--- config.mk ---
export PLATFORM = sky130hd
export DESIGN_NAME = window_watchdog_timer
export DESIGN_NICKNAME = d
export VERILOG_FILES = /design/src/rtl/wdt_pkg.sv /design/src/rtl/wdt_prescaler.sv /design/src/rtl/window_watchdog_timer.sv
export SDC_FILE = /design/constraint.sdc
export NUM_CORES = 1
export LEC_CHECK = 0
export ABC_AREA = 0
export BUFFER_PORTS_ARGS = -buffer_cell sky130_fd_sc_hd__buf_2
export CAP_MARGIN = 5
export CORE_UTILIZATION = 54
export DETAILED_ROUTE_END_ITERATION = 7
export GPL_ROUTABILITY_DRIVEN = 0
export PLACE_DENSITY_LB_ADDON = 0.05
export SYNTH_ARGS = -nofsm -noshare
export SYNTH_HDL_FRONTEND = slang
export SYNTH_SLANG_ARGS = --single-unit
--- constraint.sdc ---
create_clock -name mclk -period 1.4 [get_ports mclk]
set_input_delay 0.42 -clock mclk [delete_from_list [all_inputs] [get_ports mclk]]
set_output_delay 0.42 -clock mclk [all_outputs]
set_load 0.03 [all_outputs]
--- src/rtl/wdt_pkg.sv ---
package wdt_pkg;

   // Counter geometry
   localparam int          CNT_W          = 16;
   localparam logic [15:0] CNT_MAX        = 16'hFFFF;

   // Prescale factors selectable on div_sel
   localparam int          DIV_HIGH       = 16384;
   localparam int          DIV_LOW        = 256;
   localparam int          DIV_CNT_W      = 14;
   localparam logic        DIV_SEL_HIGH   = 1'b1;
   localparam logic        DIV_SEL_LOW    = 1'b0;

   // Counter clock source selection
   localparam logic        SRC_SYSTEM     = 1'b0;
   localparam logic        SRC_WAKEUP     = 1'b1;

   // Reset values: enabled, counter loaded as for a reload of FF00
   // (256 ticks of 512 us at 500 kHz / 256 gives about 0.13 s)
   localparam logic        EN_RESET       = 1'b1;
   localparam logic [15:0] DEFAULT_RELOAD = 16'hFF00;

   // Nominal clock figures for reference
   localparam int          SYSTEM_CLOCK_FREQ_HZ = 10000000;
   localparam int          WAKEUP_CLOCK_FREQ_HZ = 500000;
   localparam int          DEFAULT_INTERVAL_US  = 130000;

   // Prescaler state
   typedef struct packed {
      logic [DIV_CNT_W-1:0] cnt;
   } prescale_state_type;

   // Watchdog state
   typedef struct packed {
      logic             en;
      logic [CNT_W-1:0] cnt;
      logic             rq;
      logic             ovf;
      logic             winf;
   } wdt_state_type;

   // Failure causes as one group
   typedef struct packed {
      logic overflow;
      logic window;
   } fault_type;

endpackage

--- src/rtl/wdt_prescaler.sv ---
`timescale 1ns/1ps

module wdt_prescaler
#(
   parameter int DIV_HIGH = wdt_pkg::DIV_HIGH,
   parameter int DIV_LOW  = wdt_pkg::DIV_LOW
)
(
   // Clock and synchronised reset
   input  wire logic clk,
   input  wire logic srst_n,
   // Source enable and factor select
   input  wire logic src_tick,
   input  wire logic div_sel,
   // One pulse per DIV source ticks
   output logic      tick
);

   wdt_pkg::prescale_state_type q;
   wdt_pkg::prescale_state_type d;
   logic [wdt_pkg::DIV_CNT_W-1:0] limit;

   // Terminal count; >= so a factor change mid-count cannot run past it
   assign limit = (div_sel == wdt_pkg::DIV_SEL_HIGH) ?
                  wdt_pkg::DIV_CNT_W'(DIV_HIGH - 1) : wdt_pkg::DIV_CNT_W'(DIV_LOW - 1);
   assign tick  = src_tick && (q.cnt >= limit);

   // Next state
   always_comb
   begin
      d = q;
      if (src_tick)
      begin
         d.cnt = tick ? '0 : q.cnt + 1'b1;
      end
   end

   always_ff @(posedge clk or negedge srst_n)
   begin
      if (!srst_n)
      begin
         q <= '0;
      end
      else
      begin
         q <= d;
      end
   end

   property p_prescale_wrap;
      @(posedge clk) disable iff (!srst_n)
      src_tick && (q.cnt == limit) |-> tick ##1 (q.cnt == '0);
   endproperty
   a_prescale_wrap: assert property (p_prescale_wrap) else $error("prescaler missed wrap");

endmodule

--- src/rtl/window_watchdog_timer.sv ---
`timescale 1ns/1ps

// Behaviour
// - After reset the watchdog is enabled and counting with no software action.
// - Disable and enable commands are accepted at any time, stopping or resuming.
// - Counter overflow without service raises a reset request.
// - A service inside the forbidden window raises a reset request too.
// - The counter is a 16-bit up-counter.
// - Count clock is system or wake-up clock, divided by 16384 or 256.
// - A valid service loads the counter from the reload value.
// - Reset defaults give about 0.13 s from a 500 kHz wake-up clock.
module window_watchdog_timer
#(
   parameter int DIV_HIGH = wdt_pkg::DIV_HIGH,
   parameter int DIV_LOW  = wdt_pkg::DIV_LOW
)
(
   // Clock and reset
   input  wire logic        mclk,
   input  wire logic        rst_n,
   // Clock source and prescale configuration
   input  wire logic        wakeup_tick,
   input  wire logic        clk_sel,
   input  wire logic        div_sel,
   // Interval and window configuration
   input  wire logic [15:0] watchdog_reload_value,
   input  wire logic [15:0] window_boundary,
   input  wire logic        window_enable,
   // Software commands, one-cycle pulses
   input  wire logic        service_cmd,
   input  wire logic        watchdog_disable_cmd,
   input  wire logic        watchdog_enable_cmd,
   // Status
   output logic             reset_req,
   output logic             overflow_flag,
   output logic             window_fault,
   output logic             watchdog_enabled,
   output logic [15:0]      count_value
);

   logic [1:0]            rst_sync_q;
   logic                  srst_n;
   logic                  src_tick;
   logic                  tick;
   logic                  in_window;
   wdt_pkg::wdt_state_type q;
   wdt_pkg::wdt_state_type d;
   wdt_pkg::fault_type     fault;

   // Reset release through two flops; assertion stays asynchronous
   always_ff @(posedge mclk or negedge rst_n)
   begin
      if (!rst_n)
      begin
         rst_sync_q <= 2'h0;
      end
      else
      begin
         rst_sync_q <= {rst_sync_q[0], 1'b1};
      end
   end
   assign srst_n = rst_sync_q[1];

   // Counting source; held off while disabled so no stale tick lands on re-enable
   assign src_tick = q.en && !q.rq &&
                     ((clk_sel == wdt_pkg::SRC_WAKEUP) ? wakeup_tick : 1'b1);

   wdt_prescaler
   #(
      .DIV_HIGH (DIV_HIGH),
      .DIV_LOW  (DIV_LOW)
   )
   u_prescaler
   (
      .clk      (mclk),
      .srst_n   (srst_n),
      .src_tick (src_tick),
      .div_sel  (div_sel),
      .tick     (tick)
   );

   // Forbidden region: below the boundary, only when the window is on
   function automatic logic below_boundary(input logic [15:0] cnt,
                                           input logic [15:0] bound);
      below_boundary = (cnt < bound);
   endfunction

   assign in_window = q.en && window_enable &&
                      below_boundary(q.cnt, window_boundary);

   // Next state; once a request is raised the counter freezes until reset
   always_comb
   begin
      d = q;
      if (watchdog_enable_cmd)
      begin
         d.en = 1'b1;
      end
      else if (watchdog_disable_cmd)
      begin
         d.en = 1'b0;
      end
      if (!q.rq)
      begin
         if (service_cmd)
         begin
            if (in_window)
            begin
               d.rq   = 1'b1;
               d.winf = 1'b1;
            end
            else
            begin
               d.cnt = watchdog_reload_value;
            end
         end
         else if (tick)
         begin
            d.cnt = q.cnt + 1'b1;
            if (q.cnt == wdt_pkg::CNT_MAX)
            begin
               d.rq  = 1'b1;
               d.ovf = 1'b1;
            end
         end
      end
   end

   // State register; reset values give an armed watchdog
   always_ff @(posedge mclk or negedge srst_n)
   begin
      if (!srst_n)
      begin
         q.en   <= wdt_pkg::EN_RESET;
         q.cnt  <= wdt_pkg::DEFAULT_RELOAD;
         q.rq   <= 1'b0;
         q.ovf  <= 1'b0;
         q.winf <= 1'b0;
      end
      else
      begin
         q <= d;
      end
   end

   // Outputs straight from the state register
   assign fault            = '{overflow: q.ovf, window: q.winf};
   assign reset_req        = q.rq;
   assign overflow_flag    = fault.overflow;
   assign window_fault     = fault.window;
   assign watchdog_enabled = q.en;
   assign count_value      = q.cnt;

   // Checks

   property p_armed_after_reset;
      @(posedge mclk) disable iff (!srst_n)
      !$past(srst_n) |-> q.en && !q.rq;
   endproperty
   a_armed_after_reset: assert property (p_armed_after_reset) else $error("not armed at reset");

   property p_default_count;
      @(posedge mclk) disable iff (!srst_n)
      !$past(srst_n) |-> (q.cnt == wdt_pkg::DEFAULT_RELOAD);
   endproperty
   a_default_count: assert property (p_default_count) else $error("wrong reset count");

   property p_disable_stops;
      @(posedge mclk) disable iff (!srst_n)
      watchdog_disable_cmd && !watchdog_enable_cmd
      ##1 (!service_cmd && !watchdog_enable_cmd) [*2]
      |-> !q.en && $stable(q.cnt);
   endproperty
   a_disable_stops: assert property (p_disable_stops) else $error("disable ignored");

   property p_enable_resumes;
      @(posedge mclk) disable iff (!srst_n)
      watchdog_enable_cmd |=> q.en;
   endproperty
   a_enable_resumes: assert property (p_enable_resumes) else $error("enable ignored");

   property p_overflow_request;
      @(posedge mclk) disable iff (!srst_n)
      !q.rq && tick && !service_cmd && (q.cnt == 16'hFFFF)
      |=> reset_req && overflow_flag && !window_fault && (q.cnt == 16'h0000);
   endproperty
   a_overflow_request: assert property (p_overflow_request) else $error("overflow lost");

   property p_window_request;
      @(posedge mclk) disable iff (!srst_n)
      !q.rq && service_cmd && q.en && window_enable && (q.cnt < window_boundary)
      |=> reset_req && window_fault && $stable(q.cnt);
   endproperty
   a_window_request: assert property (p_window_request) else $error("window service missed");

   property p_count_up;
      @(posedge mclk) disable iff (!srst_n)
      !q.rq && tick && !service_cmd |=> (q.cnt == 16'($past(q.cnt) + 16'h0001));
   endproperty
   a_count_up: assert property (p_count_up) else $error("count step wrong");

   property p_reload;
      @(posedge mclk) disable iff (!srst_n)
      !q.rq && service_cmd && !in_window |=> (q.cnt == $past(watchdog_reload_value)) && !reset_req;
   endproperty
   a_reload: assert property (p_reload) else $error("reload missed");

   property p_request_holds;
      @(posedge mclk) disable iff (!srst_n)
      $rose(reset_req) |-> (overflow_flag || window_fault) ##1 reset_req [*3];
   endproperty
   a_request_holds: assert property (p_request_holds) else $error("request dropped");

   property p_no_tick_disabled;
      @(posedge mclk) disable iff (!srst_n)
      !q.en |-> !tick;
   endproperty
   a_no_tick_disabled: assert property (p_no_tick_disabled) else $error("tick while off");

endmodule
# After elaboration in Yosys (flattened, before gate mapping)
# Cells that the tools add are included.
# word_totals
out_inout_bits,20
memories,0
ff_bits,36
in_bits,41
elab_cells,40
latchBits,0
romBits,0
ramBits,0
# classes
n_reduce_logical,11
shift,0
div,0
multipliers,0
muxes,14
bitwise,2
n_lt_le_gt_ge,2
eq_ne,2
addsub,2
# op_table
op,n
$mux W14,2
$mux W18,1
$mux W17,1
$add A16 B1 Y16 const B,1
$eq A16 B16 Y1 const B,1
$lt A16 B16 Y1,1
$mux W16,1
$add A14 B1 Y14 const B,1
$ge A14 B14 Y1,1
$mux W1,7
$reduce_and A3 Y1,2
$logic_and A1 B1 Y1,5
$reduce_and A4 Y1,1
$reduce_bool A2 Y1,2
$mux W3,1
$mux W2,1
$ne A2 B2 Y1 const B,1
$not A1 Y1,2
$logic_not A1 Y1,1

# Depth between registers and ports, before layout
# Gate-level depths: netlist of run 1.
# depth
ltp_word,7
mapped_depth,9

# Hierarchy
# A second synthesis of run 1 with hierarchy kept.
# hier_totals
cells_unflattened,289
area_unflattened_um2,2526.2
# by_module_without_submodules
module,seq_area_each_um2,instances,area_per_inst_um2,cells_per_inst
window_watchdog_timer,561.8,1,1685.4,203
wdt_prescaler,350.3,1,840.8,86

# Worst setup path before layout of run 1
# Ideal clock, no wire load.
# synth_timing
path_kind,register to register
startpoint,reg q (netlist bit watchdog_enabled)
endpoint,reg q (netlist bit count_value[11])
stages_incl_launch_ff,7
path_buffers,0
required_time_ps,1312
path_slack_ps,-1380
t_arrival_ps,2693
synth_period_minus_slack_ps,2780
path_cell_list,dfstp_2 nand2b_4 or4b_4 or4_4 and2_4 or4_4 a221oi_2
# synth_between
elab_chain_cells,5
elab_cells_between_ends,8
# synth_lines
element,line_no,source
start: declaration,window_watchdog_timer.sv:46,wdt_pkg::wdt_state_type q;
$logic_and A1 B1 Y1 (2 in a row),window_watchdog_timer.sv:65,assign src_tick = q.en && !q.rq &&
$logic_and A1 B1 Y1,wdt_prescaler.sv:26,assign tick = src_tick && (q.cnt >= limit);
$reduce_bool A2 Y1 (no source line),-,
$reduce_and A3 Y1 (no source line) *,-,
# Mark *: on every way between the ends. The rest lies on a longest branch, timed or not.
# A chain may end at the register's enable or synchronous reset.

# Final worst setup path of run 1
# layout_timing
startpoint,reg u_prescaler.q[1] in the netlist's numbering
endpoint,reg q (netlist bit count_value[11])
# layout_between
elab_chain_cells,4
# layout_lines
element,line_no,source
start: declaration,wdt_prescaler.sv:19,wdt_pkg::prescale_state_type q;
start signal: assignment,wdt_prescaler.sv:42,q <= '0;
start signal: assignment,wdt_prescaler.sv:46,q <= d;
$ge A14 B14 Y1,wdt_prescaler.sv:26,
$logic_and A1 B1 Y1,wdt_prescaler.sv:26,
$reduce_bool A2 Y1 (no source line),-,
$reduce_and A3 Y1 (no source line),-,
# Every way passes these cells.

==> summary.txt, run 1 <==
Timing
  – Period Utilization, post-route: 1.91
  – Final setup viols: 47
  – Minimum clock period: approximately 2.7 ns
  – WHS: around 0.30 ns
  – Final worst setup slack: -1.27 ns
  – FMAX: 374 MHz
  – RSZ-0062 raised after global routing: true
  – Max Slew Vio Count: 0
  – Final Hold Vio Count: 0
  – Layout Skew: 0.00555 ns

Worst setup path
  – Setup crit end kind: flip-flop
  – R2r worst-path depth: 7
  – R2R Setup Slk: -1.27 ns
  – Worst EP required: 1.61 ns
  – CP Data Arrival Time: 2.88 ns
  – FF-to-FF End: count_value[11]
  – CP Class: reg -> reg
  – Crit path to: count_value[11]
  – Crit path max fanout: 6
  – Crit. Startpoint: u_prescaler.q[1]
  – Reg2reg start: u_prescaler.q[1]
  – Startpoint types: flip-flop

Floorplanning
  – IO Count: 61
  – Row cnt: 24
  – Die span in y: 70.4 um
  – Core Footprint: around 4400 um2
  – Die W: just over 70 um
  – Die Area: 4960 um2
  – Starting Density: 0.573

Synth
  – Post-synth EDFFs: 0
  – Yosys reg bits: 36
  – Top cell type's share of synthesized area: 0.267
  – Ys async rst share: 1.00
  – Cell accounting for the most synthesized area: dfrtp_1
  – Post-synth cell types: 53
  – Cells after Synth: about 290
  – Post-synthesis sequential area ratio: 0.361
  – Synth Flop Type: dfrtp_1
  – Mapped Nets: between 300 and 400
  – Yosys warns: 0
  – Mean Syn Cell Area: about 9 um2
  – Cell Area, Synth: 2530 um2
  – Ranking of synthesized cells by area: dfrtp_1, ha_1, dfstp_2, inv_1, nor2_1

Layout
  – Share of layout cells above drive strength 1: 0.486
  – Post-route cell area: 4050 um2
  – Post-layout nets: 493
  – Fin util: 0.918
  – N_diodes: 0
  – Commonest non-fill, non-tap cell in the layout: buf_4
  – Most frequent cells in the layout: buf_4, buf_2, buf_6
  – Area growth syn-to-layout: 60.1%

Clock tree
  – # clock sinks: 36
  – Clk buf depth: 2
  – H-tree depth: 2
  – CTS tree: yes
  – Worst-Skew Late Latency: 0.30 ns
  – CTS root buf: clkbuf_8
  – TritonCTS buffer count: 5
  – Clock Pin Slew Worst Setup and Hold Paths: 0.08 ns

Drt
  – Via Count: 3111
  – Starting DRT DRC Count: 401
  – WL/cell: just over 20 um
  – Final ANT Viol Nets: 0
  – Drt first pass iters: 6
  – Vias per inst: between 6 and 7
  – Post-Route WL: roughly 10000 um
  – # DRC: 0

Outcome
  – Status: complete, but fails checks
  – Failing checks: setup timing

GRT
  – GR Util met2: 0.608
  – GR Layer Usage met3: 0.0620
  – GRT busiest layer: met2
  – Grt total ovfl: 0
  – First-pass GRT wire length: roughly 13000 um
  – Initial antenna violation count: 0
  – Largest net degree at the start of global routing: 35
  – Total GRT Usage: 0.337
  – Vias in the first global route: between 2000 and 3000
  – M1 GR Usage: 0.375

Power and ir drop
  – Reg power frac: 0.252
  – Internal: 0.00370 W
  – Worst VDD drop: 1.01 mV
  – Psw: roughly 0.0028 W
  – Sw Share: 0.435
  – Clock share of power: 0.125
  – PwrDens: 1620 nW/um2
  – Combinational Power Share: 0.622
  – P_leak: 1.95 nW

Min path
  – Hold WC Path Type: reg -> async

Run
  – MaxCap Viol Count: 0

Placed design
  – Placed inst area: 3520 um2
  – Detailed Place HPWL: 5320 um
  – IO Port Bufs: 60
area by class of cell:
class	count	area (um2)
Clock buffer	6	82.6
Inverter	32	120
Sequential cell	36	918
Clock inverter	2	15.0
Multi-Input combinational cell	208	1710
Fill cell	156	364
Tap cell	52	65.1
Timing Repair Buffer	146	1140
logic make-up after synthesis:
group / after synthesis / synth area share
buffers and inverters: 42 / 0.0628
xor gates and xnor gates: 14 / 0.0485
AOI/OAI and AO/OA: 71 / 0.206
and+or+nand+nor: 97 / 0.198
other: 1 / 0.00148
adders and majority gates: 23 / 0.114
muxes: 2 / 0.00841
DFF: 36 / 0.361
how the worst min path moves through the flow:
stage / from / endpoint / slack [ns] / cells after the start
2_1_floorplan: rst_n / rst_sync_q[0] / 0.12 / 0
3_3_place_gp: rst_n / rst_sync_q[1] / 0.21 / 1
3_5_place_dp: rst_n / rst_sync_q[1] / 0.21 / 1
4_1_cts: rst_sync_q[1] / u_prescaler.q[5] / 0.31 / 1
5_1_grt: watchdog_enable_cmd / watchdog_enabled / 0.32 / 2
6_report: rst_sync_q[1] / u_prescaler.q[2] / 0.30 / 1
flip-flops by register name (all words and copies together) (netlist names):
signal            count
watchdog_enabled      1
rst_sync_q            2
reset_req             1
window_fault          1
count_value          16
u_prescaler.q        14
overflow_flag         1
critical path, stage by stage, from the launching register on:
cell and delay [ns]:
dfrtp_1 0.36, ha_2 0.18, and3_4 0.17, or4b_4 0.47, or4_4 0.49, and2_4 0.17
or4_4 0.48, a221oi_2 0.26
per-stage QoR:
step	setup WS [ns]	TNS (ns)	total power, W	std cells
3_5_place_dp	-1.26	-32.58	0.00475	465
4_1_cts	-1.21	-31.53	0.00604	478
2_1_floorplan	-1.20	-30.77	0.00331	286
6_report	-1.27	-33.94	0.00655	482
5_1_grt	-1.32	-36.34	0.00683	482
3_3_place_gp	-1.21	-31.18	0.00463	465
per-layer routing:
| layer | vias up | wire (um) | part of all wire |
|---|---|---|---|
| li1 | 1317 | - | - |
| met1 | 1469 | 3370 | 0.34 |
| met5 | - | 0 | 0 |
| met4 | 0 | 760 | 0.076 |
| met2 | 227 | 5030 | 0.51 |
| met3 | 98 | 792 | 0.080 |
timing repair:
action / in CTS / in global routing
hold buffers: 1 / 0
hold endpoints to repair: 2 / 0
setup endpoints to repair: 50 / 50
resized for setup: 64 / 37
pin swaps: 8 / 15
setup buffers: 4 / 9
power groups by stage:
stage	sequential, W	clock (W)	combinational [W]
floorplan	0.00211	0	0.00121
global placement	0.00158	0	0.00305
detailed placement	0.00160	0	0.00314
CTS	0.00161	0.000821	0.00361
global route	0.00167	0.000868	0.00430
finish	0.00165	0.000819	0.00407
cell usage after synthesis, types with 3 or more instances:
cell / n
a211oi_1: 7
a21o_1: 3
a21oi_1: 9
a22oi_1: 8
and3_1: 5
clkbuf_1: 9
dfrtp_1: 27
dfstp_2: 9
ha_1: 23
inv_1: 32
nand2_1: 22
nand3_1: 10
nand4_1: 10
nor2_1: 27
nor2b_1: 3
nor3_1: 4
o21ai_0: 12
o221ai_1: 3
o2bb2ai_1: 5
xnor2_1: 5
xor2_1: 9
(Power assumes the default switching activity.)
==> run 2: changes to the inputs <==
--- a/config.mk
+++ b/config.mk
@@ -8,7 +8,8 @@
 export ABC_AREA = 0
 export BUFFER_PORTS_ARGS = -buffer_cell sky130_fd_sc_hd__buf_2
 export CAP_MARGIN = 5
-export CORE_UTILIZATION = 54
+export CORE_UTILIZATION = 55
+export CTS_BUF_LIST = sky130_fd_sc_hd__clkbuf_4 sky130_fd_sc_hd__clkbuf_8
 export DETAILED_ROUTE_END_ITERATION = 7
 export GPL_ROUTABILITY_DRIVEN = 0
 export PLACE_DENSITY_LB_ADDON = 0.05
==> summary.txt, run 2 (synthesized netlist as in run 1, its figures left out) <==
Power and ir drop
  – P_leak: 1.94 nW (was 1.95 nW)
  – Worst VDD drop: 1.08 mV (was 1.01 mV)
  – PwrDens: 1590 nW/um2 (was 1620 nW/um2)
  – Tot Pwr: 0.00638 W (was 0.00655 W)

Drt
  – Vias per inst: 6.28 (was 6.45)
  – WL/cell: 20.3 um (was 20.7 um)
  – Via Count: 3028 (was 3111)
  – Final ANT Viol Nets: 0 (unchanged)
  – # DRC: 0 (unchanged)
  – Post-Route WL: 9770 um (was 9960 um)
  – Starting DRT DRC Count: 345 (was 401)
  – Drt first pass iters: 6 (unchanged)

Outcome
  – Failing checks: setup timing (unchanged)
  – Status: complete, but fails checks (unchanged)

Clock tree
  – Worst-Skew Late Latency: 0.31 ns (was 0.30 ns)
  – TritonCTS buffer count: 5 (unchanged)
  – CTS tree: yes (unchanged)
  – # clock sinks: 36 (unchanged)
  – CTS root buf: clkbuf_8 (unchanged)
  – Clk buf depth: 2 (unchanged)
  – H-tree depth: 2 (unchanged)
  – Clock Pin Slew Worst Setup and Hold Paths: 0.08 ns (about the same)

Floorplanning
  – Starting Density: 0.577 (was 0.573)
  – Core Footprint: 4380 um2 (was 4410 um2)
  – Die Area: 4870 um2 (was 4960 um2)
  – Die W: 69.8 um (was 70.4 um)
  – IO Count: 61 (unchanged)
  – Die span in y: 69.8 um (was 70.4 um)
  – Row cnt: 24 (unchanged)

Timing
  – Max Slew Vio Count: 0 (unchanged)
  – Period Utilization, post-route: 1.90 (was 1.91)
  – Final Hold Vio Count: 0 (unchanged)
  – FMAX: 376 MHz (was 374 MHz)
  – Final worst setup slack: -1.26 ns (was -1.27 ns)
  – WHS: 0.296 ns (was 0.303 ns)
  – Layout Skew: 0.0145 ns (was 0.00555 ns)
  – RSZ-0062 raised after global routing: true (unchanged)
  – Final setup viols: 47 (unchanged)
  – Minimum clock period: 2.66 ns (was 2.67 ns)

Worst setup path
  – CP Data Arrival Time: 2.88 ns (about the same)
  – FF-to-FF End: count_value[15] (was count_value[11])
  – Worst EP required: 1.62 ns (was 1.61 ns)
  – Startpoint types: flip-flop (unchanged)
  – Crit path max fanout: 4 (was 6)
  – R2r worst-path depth: 9 (was 7)
  – Setup crit end kind: flip-flop (unchanged)
  – R2R Setup Slk: -1.26 ns (was -1.27 ns)
  – CP Class: reg -> reg (unchanged)
  – Reg2reg start: u_prescaler.q[0] (was u_prescaler.q[1])

Placed design
  – Detailed Place HPWL: 5270 um (was 5320 um)
  – Placed inst area: 3490 um2 (was 3520 um2)
  – IO Port Bufs: 60 (unchanged)

GRT
  – Initial antenna violation count: 0 (unchanged)
  – GR Util met2: 0.620 (was 0.608)
  – Largest net degree at the start of global routing: 35 (unchanged)
  – M1 GR Usage: 0.395 (was 0.375)
  – First-pass GRT wire length: 13100 um (about the same)
  – Vias in the first global route: 2833 (was 2925)
  – Total GRT Usage: 0.346 (was 0.337)
  – Grt total ovfl: 0 (unchanged)
  – GRT busiest layer: met2 (unchanged)
  – GR Layer Usage met3: 0.0581 (was 0.0620)

Layout
  – Most frequent cells in the layout: buf_4, buf_2, buf_6 (unchanged)
  – Max reg flops: 16 (unchanged)
  – Share of layout cells above drive strength 1: 0.488 (was 0.486)
  – Commonest non-fill, non-tap cell in the layout: buf_4 (unchanged)
  – Post-route cell area: 4030 um2 (was 4050 um2)
  – N_diodes: 0 (unchanged)
  – Post-layout nets: 493 (unchanged)
  – Area growth syn-to-layout: 59.2% (was 60.1%)
  – Filler cells: 164 (was 156)

Min path
  – Hold WC Path Type: reg -> async (unchanged)

Run
  – MaxCap Viol Count: 0 (unchanged)
## run 2: changes by cell type in the layout (fill, tap and decap cells not counted), moves of 2 or more
cell	previous run	this run
a211oi_1	1	3
a211oi_4	2	0
buf_4	64	68
buf_6	37	33
clkinv_2	0	2
ha_1	16	12
ha_4	5	8
nor2_1	27	24
nor2_2	0	3
o21ai_0	3	9
o21ai_1	8	2
## run 2: cell type report
class | count | area (um2) | area share
Timing Repair Buffer | 146 | 1120 | 0.279
Clock inverter | 2 | 10.0 | 0.00249
Tap cell | 52 | 65.1 | 0.0162
Clock buffer | 6 | 82.6 | 0.0205
Multi-Input combinational cell | 208 | 1710 | 0.423
Inverter | 32 | 124 | 0.0308
Sequential cell | 36 | 918 | 0.228
## run 2: layer usage
| metal | up-vias | part of all wire |
|---|---|---|
| met5 | - | 0 |
| met4 | 0 | 0.057 |
| met3 | 66 | 0.076 |
| met2 | 217 | 0.49 |
| met1 | 1419 | 0.37 |
| li1 | 1326 | - |
## run 2: how the worst max path moves through the flow
stage / from / endpoint / slack (ns)
floorplan: watchdog_enabled / count_value[11] / -1.20
global placement: clk_sel / count_value[11] / -1.16
detailed placement: u_prescaler.q[0] / count_value[14] / -1.22
CTS: u_prescaler.q[0] / count_value[11] / -1.17
global route: u_prescaler.q[0] / count_value[15] / -1.33
finish: u_prescaler.q[0] / count_value[15] / -1.26
## run 2: worst max-delay path, cell delays in order, from the launching register on
cell and delay (ns):
dfrtp_1 0.38, ha_2 0.19, and3_1 0.16, or4b_4 0.47, or4_4 0.47, buf_4 0.17, a2111oi_4 0.32, buf_4 0.17
xnor2_1 0.12, o221ai_1 0.12
## run 2: repair_timing
action / 4_1_cts / 5_1_grt
hold endpoints to repair: 2 / 0
setup endpoints to repair: 49 / 49
hold buffers: 1 / 0
pin swaps: 9 / 11
resized for setup: 57 / 33
setup buffers: 6 / 13
## run 2: stage by stage
step / util / setup TNS [ns] / setup slack (ns) / std cells
2_1_floorplan: - / -30.77 / -1.20 / 286
3_3_place_gp: 0.797 / -31.95 / -1.16 / 463
3_5_place_dp: 0.797 / -33.56 / -1.22 / 463
4_1_cts: 0.878 / -32.16 / -1.17 / 477
5_1_grt: 0.919 / -35.98 / -1.33 / 482
6_report: 0.919 / -33.86 / -1.26 / 482
## run 2: power breakdown
part | switching (W) | internal, W | total (W)
Combinational | 0.00208 | 0.00183 | 0.00391
Clock | 0.000438 | 0.000394 | 0.000832
Sequential | 0.000247 | 0.00139 | 0.00164
Total | 0.00277 | 0.00361 | 0.00638
